File: src/core/adc_regs_pkg.sv
package adc_regs_pkg;
  localparam logic [7:0] OFS_RESULT_HIGH = 8'h00;
  localparam logic [7:0] OFS_RESULT_LOW  = 8'h04;
  localparam logic [7:0] OFS_CMP_HIGH    = 8'h08;
  localparam logic [7:0] OFS_CMP_LOW     = 8'h0C;
  localparam logic [7:0] OFS_CONFIG      = 8'h10;
  localparam logic [7:0] OFS_PIN_CTRL    = 8'h14;
  localparam logic [7:0] OFS_CMP_CTRL    = 8'h18;
  localparam logic [7:0] OFS_STATUS      = 8'h1C;

  localparam int CFG_LOW_POWER   = 7;
  localparam int CFG_DIV_HI      = 6;
  localparam int CFG_DIV_LO      = 5;
  localparam int CFG_LONG_SAMPLE = 4;
  localparam int CFG_MODE_HI     = 3;
  localparam int CFG_MODE_LO     = 2;
  localparam int CFG_CLK_HI      = 1;
  localparam int CFG_CLK_LO      = 0;
  localparam int CTRL_CMP_EN     = 1;
  localparam int CTRL_CMP_GT     = 0;
  localparam int STAT_DONE       = 0;
  localparam int STAT_LOCK       = 1;
  localparam int STAT_CMP_TRUE   = 2;

  localparam logic [1:0] MODE_8BIT  = 2'h0;
  localparam logic [1:0] MODE_10BIT = 2'h2;

  typedef enum logic [1:0] {
    CLK_BUS,
    CLK_BUS_HALF,
    CLK_ALT,
    CLK_ASYNC
  } clk_src_t;

  localparam logic [7:0] CONFIG_RESET = 8'h00;
  localparam logic [7:0] REG_RESET    = 8'h00;
  localparam logic [1:0] HIGH_MASK    = 2'h3;
  localparam logic [2:0] DIV_MASK_1   = 3'h0;
  localparam logic [2:0] DIV_MASK_2   = 3'h1;
  localparam logic [2:0] DIV_MASK_4   = 3'h3;
  localparam logic [2:0] DIV_MASK_8   = 3'h7;
endpackage

File: src/core/adc_result_regs.sv
// Decided for this implementation: the Wishbone slave port and the placing of the registers.
`timescale 1ns/1ps
// Behaviour
// result bits 9:8 in high register 1:0
// 8-bit mode high result bits zero
// load results unless compare enabled and false
// 10-bit: reading high locks until low read
// results completing under lock are discarded
// 8-bit mode has no read lock
// software ignores results after mode change
// low register holds result bits 7:0
// upper compare bits used only in 10-bit
// low compare bits always compared
// config bit 7 selects low power
// config bits 6:5 divide 1/2/4/8
// config bit 4 selects long sample
// config bits 3:2 select resolution
// config bits 1:0 select clock source
// pin control bit n disables channel n
// disabled pin: hi-z, input zero, no pullup
// done flag set only on true compare; the code also sets it on each conversion loaded while compare is disabled
// compare direction: at/above or below
// round raw result to 10 or 8 bits
// unused high bits read zero, ignore writes
module adc_result_regs
  import adc_regs_pkg::*;
#(
  parameter int CHANNELS = 8
) (
  input  wire logic                clk_i,
  input  wire logic                rst_i,
  input  wire logic                wb_cyc_i,
  input  wire logic                wb_stb_i,
  input  wire logic                wb_we_i,
  input  wire logic [7:0]          wb_adr_i,
  input  wire logic [31:0]         wb_dat_i,
  input  wire logic [3:0]          wb_sel_i,
  output logic      [31:0]         wb_dat_o,
  output logic                     wb_ack_o,
  input  wire logic                conv_done_i,
  input  wire logic [10:0]         conv_raw_i,
  input  wire logic                alternate_clock_i,
  input  wire logic                internal_async_clock_i,
  output logic                     converter_clock_en_o,
  output logic                     low_power_select_o,
  output logic                     long_sample_select_o,
  output logic                     ten_bit_mode_o,
  output logic                     conversion_done_flag_o,
  output logic [CHANNELS-1:0]      pin_disable_o,
  input  wire logic [CHANNELS-1:0] port_out_i,
  input  wire logic [CHANNELS-1:0] port_oe_i,
  input  wire logic [CHANNELS-1:0] port_pullup_i,
  input  wire logic [CHANNELS-1:0] pin_in_i,
  output logic      [CHANNELS-1:0] pin_out_o,
  output logic      [CHANNELS-1:0] pin_oe_o,
  output logic      [CHANNELS-1:0] pin_pullup_o,
  output logic      [CHANNELS-1:0] port_in_o
);

  logic [1:0]          result_high;
  logic [7:0]          result_low;
  logic [1:0]          compare_value_high;
  logic [7:0]          compare_value_low;
  logic [7:0]          converter_configuration;
  logic [CHANNELS-1:0] analog_pin_control_low;
  logic                compare_enable;
  logic                compare_greater_select;
  logic                conversion_done_flag;
  logic                read_lock;
  logic                last_cmp_true;
  logic                ack;
  logic [31:0]         rdata;
  logic [1:0]          next_result_high;
  logic [7:0]          next_result_low;
  logic [1:0]          next_compare_value_high;
  logic [7:0]          next_compare_value_low;
  logic [7:0]          next_converter_configuration;
  logic [CHANNELS-1:0] next_analog_pin_control_low;
  logic                next_compare_enable;
  logic                next_compare_greater_select;
  logic                next_conversion_done_flag;
  logic                next_read_lock;
  logic                next_last_cmp_true;
  logic                next_ack;
  logic [31:0]         next_rdata;

  logic       req;
  logic       wr;
  logic       rd;
  logic       ten_bit;
  logic [9:0] rounded;
  logic [9:0] cmp_value;
  logic       cmp_true;
  logic       load;
  logic [11:0] sum10;
  logic [9:0]  sum8;

  assign req     = wb_cyc_i && wb_stb_i && !ack;
  assign wr      = req && wb_we_i && wb_sel_i[0];
  assign rd      = req && !wb_we_i;
  // resolution select
  assign ten_bit = converter_configuration[CFG_MODE_HI:CFG_MODE_LO] == MODE_10BIT;

  // rounding of raw result
  always_comb begin
    sum10 = {1'b0, conv_raw_i} + 12'h001;
    sum8  = {1'b0, conv_raw_i[8:0]} + 10'h001;
    if (ten_bit) begin
      rounded = sum10[11] ? 10'h3FF : sum10[10:1];
    end else begin
      rounded = sum8[9] ? 10'h0FF : {2'h0, sum8[8:1]};
    end
  end

  // upper compare bits only in 10-bit mode
  assign cmp_value = ten_bit ? {compare_value_high, compare_value_low}
                             : {2'h0, compare_value_low};
  // compare direction
  assign cmp_true = compare_greater_select ? (rounded >= cmp_value)
                                           : (rounded < cmp_value);
  // result load gating
  assign load = conv_done_i && (!compare_enable || cmp_true)
                && !(read_lock && ten_bit);

  always_comb begin
    next_result_high             = result_high;
    next_result_low              = result_low;
    next_compare_value_high      = compare_value_high;
    next_compare_value_low       = compare_value_low;
    next_converter_configuration = converter_configuration;
    next_analog_pin_control_low  = analog_pin_control_low;
    next_compare_enable          = compare_enable;
    next_compare_greater_select  = compare_greater_select;
    next_conversion_done_flag    = conversion_done_flag;
    next_read_lock               = read_lock;
    next_last_cmp_true           = last_cmp_true;
    next_ack                     = req;
    next_rdata                   = 32'h0000_0000;
    if (conv_done_i) begin
      next_last_cmp_true = cmp_true;
    end
    if (rd) begin
      if (wb_adr_i == OFS_RESULT_HIGH) begin
        // upper bits read zero
        next_rdata = {30'h0, result_high};
        // lock on high read
        if (ten_bit) begin
          next_read_lock = 1'b1;
        end
      end else if (wb_adr_i == OFS_RESULT_LOW) begin
        next_rdata                = {24'h0, result_low};
        next_read_lock            = 1'b0;
        next_conversion_done_flag = 1'b0;
      end else if (wb_adr_i == OFS_CMP_HIGH) begin
        next_rdata = {30'h0, compare_value_high};
      end else if (wb_adr_i == OFS_CMP_LOW) begin
        next_rdata = {24'h0, compare_value_low};
      end else if (wb_adr_i == OFS_CONFIG) begin
        next_rdata = {24'h0, converter_configuration};
      end else if (wb_adr_i == OFS_PIN_CTRL) begin
        next_rdata[CHANNELS-1:0] = analog_pin_control_low;
      end else if (wb_adr_i == OFS_CMP_CTRL) begin
        next_rdata[CTRL_CMP_EN] = compare_enable;
        next_rdata[CTRL_CMP_GT] = compare_greater_select;
      end else if (wb_adr_i == OFS_STATUS) begin
        next_rdata[STAT_DONE]     = conversion_done_flag;
        next_rdata[STAT_LOCK]     = read_lock;
        next_rdata[STAT_CMP_TRUE] = last_cmp_true;
      end
    end
    if (wr) begin
      if (wb_adr_i == OFS_CMP_HIGH) begin
        // upper bits ignored on write
        next_compare_value_high = wb_dat_i[1:0] & HIGH_MASK;
      end else if (wb_adr_i == OFS_CMP_LOW) begin
        next_compare_value_low = wb_dat_i[7:0];
      end else if (wb_adr_i == OFS_CONFIG) begin
        next_converter_configuration = wb_dat_i[7:0];
      end else if (wb_adr_i == OFS_PIN_CTRL) begin
        next_analog_pin_control_low = wb_dat_i[CHANNELS-1:0];
      end else if (wb_adr_i == OFS_CMP_CTRL) begin
        next_compare_enable         = wb_dat_i[CTRL_CMP_EN];
        next_compare_greater_select = wb_dat_i[CTRL_CMP_GT];
        next_conversion_done_flag   = 1'b0;
      end
    end
    // no lock in 8-bit mode
    if (!ten_bit) begin
      next_read_lock = 1'b0;
    end
    if (load) begin
      // result placement
      next_result_high = ten_bit ? rounded[9:8] : 2'h0;
      next_result_low  = rounded[7:0];
    end
    // done flag, set wins over clear
    if (load) begin
      next_conversion_done_flag = 1'b1;
    end
  end

  always_ff @(posedge clk_i) begin
    if (rst_i) begin
      result_high             <= 2'h0;
      result_low              <= REG_RESET;
      compare_value_high      <= 2'h0;
      compare_value_low       <= REG_RESET;
      converter_configuration <= CONFIG_RESET;
      analog_pin_control_low  <= '0;
      compare_enable          <= 1'b0;
      compare_greater_select  <= 1'b0;
      conversion_done_flag    <= 1'b0;
      read_lock               <= 1'b0;
      last_cmp_true           <= 1'b0;
      ack                     <= 1'b0;
      rdata                   <= 32'h0000_0000;
    end else begin
      result_high             <= next_result_high;
      result_low              <= next_result_low;
      compare_value_high      <= next_compare_value_high;
      compare_value_low       <= next_compare_value_low;
      converter_configuration <= next_converter_configuration;
      analog_pin_control_low  <= next_analog_pin_control_low;
      compare_enable          <= next_compare_enable;
      compare_greater_select  <= next_compare_greater_select;
      conversion_done_flag    <= next_conversion_done_flag;
      read_lock               <= next_read_lock;
      last_cmp_true           <= next_last_cmp_true;
      ack                     <= next_ack;
      rdata                   <= next_rdata;
    end
  end

  assign wb_ack_o               = ack;
  assign wb_dat_o               = rdata;
  assign conversion_done_flag_o = conversion_done_flag;
  assign ten_bit_mode_o         = ten_bit;
  // speed/power select
  assign low_power_select_o     = converter_configuration[CFG_LOW_POWER];
  // sample length select
  assign long_sample_select_o   = converter_configuration[CFG_LONG_SAMPLE];

  // converter clock: source select then divide
  clk_src_t   src;
  logic       half_tgl;
  logic       alt_q;
  logic       async_q;
  logic [2:0] div_cnt;
  logic [2:0] div_mask;
  logic       src_en;
  logic       ck_en;
  logic       next_half_tgl;
  logic [2:0] next_div_cnt;
  logic       next_ck_en;

  assign src = clk_src_t'(converter_configuration[CFG_CLK_HI:CFG_CLK_LO]);

  always_comb begin
    // input clock source
    case (src)
      CLK_BUS:      src_en = 1'b1;
      CLK_BUS_HALF: src_en = half_tgl;
      CLK_ALT:      src_en = alternate_clock_i && !alt_q;
      CLK_ASYNC:    src_en = internal_async_clock_i && !async_q;
      default:      src_en = 1'b0;
    endcase
    // divide ratio
    case (converter_configuration[CFG_DIV_HI:CFG_DIV_LO])
      2'h0:    div_mask = DIV_MASK_1;
      2'h1:    div_mask = DIV_MASK_2;
      2'h2:    div_mask = DIV_MASK_4;
      default: div_mask = DIV_MASK_8;
    endcase
    next_half_tgl = !half_tgl;
    next_div_cnt  = div_cnt;
    next_ck_en    = 1'b0;
    if (src_en) begin
      next_div_cnt = (div_cnt + 3'h1) & div_mask;
      next_ck_en   = (div_cnt & div_mask) == div_mask;
    end
  end

  always_ff @(posedge clk_i) begin
    if (rst_i) begin
      half_tgl <= 1'b0;
      alt_q    <= 1'b0;
      async_q  <= 1'b0;
      div_cnt  <= 3'h0;
      ck_en    <= 1'b0;
    end else begin
      half_tgl <= next_half_tgl;
      alt_q    <= alternate_clock_i;
      async_q  <= internal_async_clock_i;
      div_cnt  <= next_div_cnt;
      ck_en    <= next_ck_en;
    end
  end

  assign converter_clock_en_o = ck_en;

  // pin gating per channel
  genvar ch;
  generate
    for (ch = 0; ch < CHANNELS; ch++) begin : g_pin
      // analog pin isolation
      assign pin_disable_o[ch] = analog_pin_control_low[ch];
      assign pin_out_o[ch]     = port_out_i[ch];
      assign pin_oe_o[ch]      = port_oe_i[ch] && !analog_pin_control_low[ch];
      assign pin_pullup_o[ch]  = port_pullup_i[ch] && !analog_pin_control_low[ch];
      assign port_in_o[ch]     = pin_in_i[ch] && !analog_pin_control_low[ch];
    end
  endgenerate
endmodule

File: config.mk
export PLATFORM = sky130hd
export DESIGN_NAME = adc_result_regs
export DESIGN_NICKNAME = d
export VERILOG_FILES = /design/src/core/adc_regs_pkg.sv /design/src/core/adc_result_regs.sv
export SDC_FILE = /design/constraint.sdc
export NUM_CORES = 1
export LEC_CHECK = 0
export BUFFER_PORTS_ARGS = -buffer_cell sky130_fd_sc_hd__buf_4
export CORE_MARGIN = 3
export CORE_UTILIZATION = 46
export DETAILED_ROUTE_END_ITERATION = 16
export PLACE_DENSITY = 0.84
export SETUP_SLACK_MARGIN = 0.1
export SYNTH_ARGS = -nofsm -noshare
export SYNTH_HDL_FRONTEND = slang
export SYNTH_SLANG_ARGS = --single-unit
export TNS_END_PERCENT = 5
File: constraint.sdc
create_clock -name clk_i -period 3.8 [get_ports clk_i]
set_input_delay 0.57 -clock clk_i [delete_from_list [all_inputs] [get_ports clk_i]]
set_output_delay 0.57 -clock clk_i [all_outputs]
set_load 0.02 [all_outputs]
==> metrics <==
critical path arrival=3.59 ns; CTS root buf=clkbuf_8; net switching power figure=between 300 and 400 µW; Least-Margin Pin Slew=just under 0.7 ns; Most used DFF post-synth=dfxtp_1; setup TNS=0 ns; cts repair resizes=0; Pwr Density=312 nW/µm²; Hold Crit Depth=1; Peak VDD IR=0.164 mV; number of flops mapped to enable cells by yosys=0; largest net degree at the start of global routing=slightly above 50; Tmin final=between 3 and 4 ns; CP required=~4.0 ns; die height=91.6 µm; GRT overflow=0; Pre-Repair DR Iteration Count=6; Post-DRT Antenna Nets=0; final setup violation count=0; Syn. warnings=0; Post-synth ARST share=0%; num rows=30; Leak Pwr=roughly 0.0019 µW; Hold Crit Class=flip-flop to flip-flop; number of global-route vias before repair=3,086; Bufs on Longest Clock Path=2; Max Freq=roughly 300 MHz; number of synthesized register bits=57; core box area=approximately 7000 µm²; commonest non-fill, non-tap cells in the layout=buf_4 (107), dfxtp_1 (57), nand2_1 (35), nor2_1 (33), nor2b_1 (28); die width=just over 90 µm; worst-path cell chain=buf_4 > ha_1 > and4_1 > and2_1 > a21oi_1 > a311oi_1 > ha_1 > and4_2 > a221o_2 > or3_1 > a31oi_1 > a311oi_1; outcome=finished clean; first-pass GRT wire length=~14,000 µm; ranking of synthesized cells by area=dfxtp_1 (34%), buf_4 (7.1%), mux2i_1 (6.2%); cts hold-fix bufs=0; WL met2=between 4000 and 5000 µm; CP endpoint kind=flip-flop; Sw Ratio=27.5%; initial core utilization=approximately half; Yosys top cell area share=~34%; Final Hold Vio Count=0; Mapped Cells=~400; Comb pwr share=15.7%; initial antenna violation count=0; Final GP Congestion=0.876; Yosys top cell by area=dfxtp_1; hold path start=half_tgl; met3 wire len=approximately 640 µm; io pins=173; wire length per cell=about 15 µm; total track usage=a little over a fifth; synth-to-layout area growth=26.7%; commonest non-fill, non-tap cell in the layout=buf_4; Iter 0 DRT Violations=281; layout cells sized above 1=about 28%; CTS buffer count=9; Post-DP HPWL=about 7000 µm; count of input and output buffers=105; synth unique cells=57; worst hold path endpoint=half_tgl; fin. max-slew vios=0; DRC viols=0; unrepaired setup endpoints after global routing=no; Seq/Total Area, Yosys=between 30% and 40%; # Post-CTS Setup Buffers=0; clk slew on worst S/H paths=approximately 0.070 ns; final core utilization=about three fifths; WL final=between 8000 and 9000 µm; via count=3,258; FF-to-FF path depth=11; Reg-to-Reg Start=converter_configuration[2]; skew final=0.00957 ns; Startpoint Class=input port; worst setup path class=input port to flip-flop; Power Internal=~970 µW; Post-Syn Area=3370 µm²; CP max stage delay=around 0.54 ns; Slowest-stage cell, CP=or3_1; Antenna Diode Count=0; final cycle utilization of the critical path=between 80% and 90%; Via density=around 5.5; R2R Path End=result_low[6]; CTS tree=built; Top Metal Used=met4; Routed met1 length=between 3000 and 4000 µm; Worst-Skew Late Latency=0.34 ns; clock network fraction of design power=about two fifths; critical-path maximum fanout=10; Avg Cell Area, Syn=8.47 µm²; relative slew slack=between 50% and 60%; sequential share of power=around 46%; Final #Nets=roughly 600; die area=8390 µm²; H-tree Lvls=3; Reg2Reg Setup Slack=0.56 ns; Max-Cap Viols=0; clk sink count=57
-- routing by layer --
| metal | up-vias | GRT usage [%] |
|---|---|---|
| li1 | 1570 | - |
| met1 | 1542 | 25.3 |
| met2 | 129 | 36.6 |
| met3 | 17 | 3.73 |
| met4 | 0 | 8.04 |
| met5 | - | 0 |
-- synthesized netlist by cell type (all sizes together), types with 2 or more instances --
cell type / number
or3: 2
a21oi: 27
clkbuf: 6
a211oi: 2
nand2b: 5
a31oi: 9
buf: 38
inv: 18
a222oi: 5
mux4: 2
and2: 5
nand2: 36
nor3: 8
nor2b: 28
xor2: 3
and3: 2
o21ai: 16
o2111ai: 2
a32oi: 2
nor2: 33
dfxtp: 57
a41oi: 3
and4: 5
o31ai: 4
nand3b: 3
nand3: 15
nor4b: 2
ha: 12
or2: 2
a311oi: 5
nand4: 6
mux2i: 21
-- area by class of cell --
class | count | area (µm²)
Sequential cell | 57 | 1140
Timing Repair Buffer | 107 | 803
Inverter | 18 | 67.6
Clock buffer | 11 | 151
Fill cell | 605 | 2670
Multi-Input combinational cell | 302 | 1960
Tap cell | 96 | 120
Clock inverter | 5 | 30.0
-- state kept, by name, indices dropped and copies added, names as in the netlist --
register                 cells
compare_value_low            8
wb_ack_o                     1
div_cnt                      3
compare_greater_select       1
converter_configuration      8
compare_enable               1
wb_dat_o                     8
result_low                   8
half_tgl                     1
converter_clock_en_o         1
result_high                  2
read_lock                    1
conversion_done_flag_o       1
last_cmp_true                1
async_q                      1
alt_q                        1
compare_value_high           2
pin_disable_o                8
-- power by group through the flow --
stage | Sequential, µW | Clock (µW) | Combinational, µW
final | 614 | 510 | 209
after global routing | 615 | 542 | 228
after CTS | 614 | 514 | 209
after detailed placement | 627 | 0 | 209
after global placement | 627 | 0 | 204
after floorplan | 627 | 0 | 143
-- how the worst max path moves through the flow --
stage                  start       endpoint
2_1_floorplan  conv_raw_i[0]  result_low[1]
5_1_grt        conv_raw_i[0]  result_low[0]
4_1_cts        conv_raw_i[0]  result_low[6]
3_5_place_dp   conv_raw_i[0]  result_low[6]
6_report       conv_raw_i[0]  result_low[6]
3_3_place_gp   conv_raw_i[0]  result_low[4]
-- critical path: cells and delay by family --
| family | cells | cell delay [ns] |
|---|---|---|
| and+or+nand+nor | 4 | 1.21 |
| buffers and inverters | 1 | 0.09 |
| adders and majority gates | 2 | 0.51 |
| AOI/OAI and AO/OA | 5 | 1.20 |
-- per-stage QoR --
stage	total power (µW)	hold WS, ns	cells	cell area (µm²)	setup slack, ns
floorplan	770	0.394	421	3460	0.504
global placement	831	0.404	580	4090	0.141
detailed placement	836	0.412	580	4090	0.0629
CTS	1340	0.420	596	4270	0.416
global route	1380	0.442	596	4270	0.199
finish	1330	0.422	596	4270	0.411
-- logic make-up (layout without fill, tap and decap cells) --
| family | after synthesis | after routing | share of synthesized area (%) |
|---|---|---|---|
| simple gates | 153 | 153 | 24.7 |
| compound gates | 86 | 86 | 17.7 |
| buf+inv | 62 | 141 | 10.6 |
| flops | 57 | 57 | 33.9 |
| mux | 23 | 23 | 7.58 |
| fa+ha+maj | 12 | 12 | 4.46 |
| xor+xnor | 4 | 4 | 1.04 |
| other cells | 1 | 24 | 0.111 |
Power figures use the tool's default switching activity.
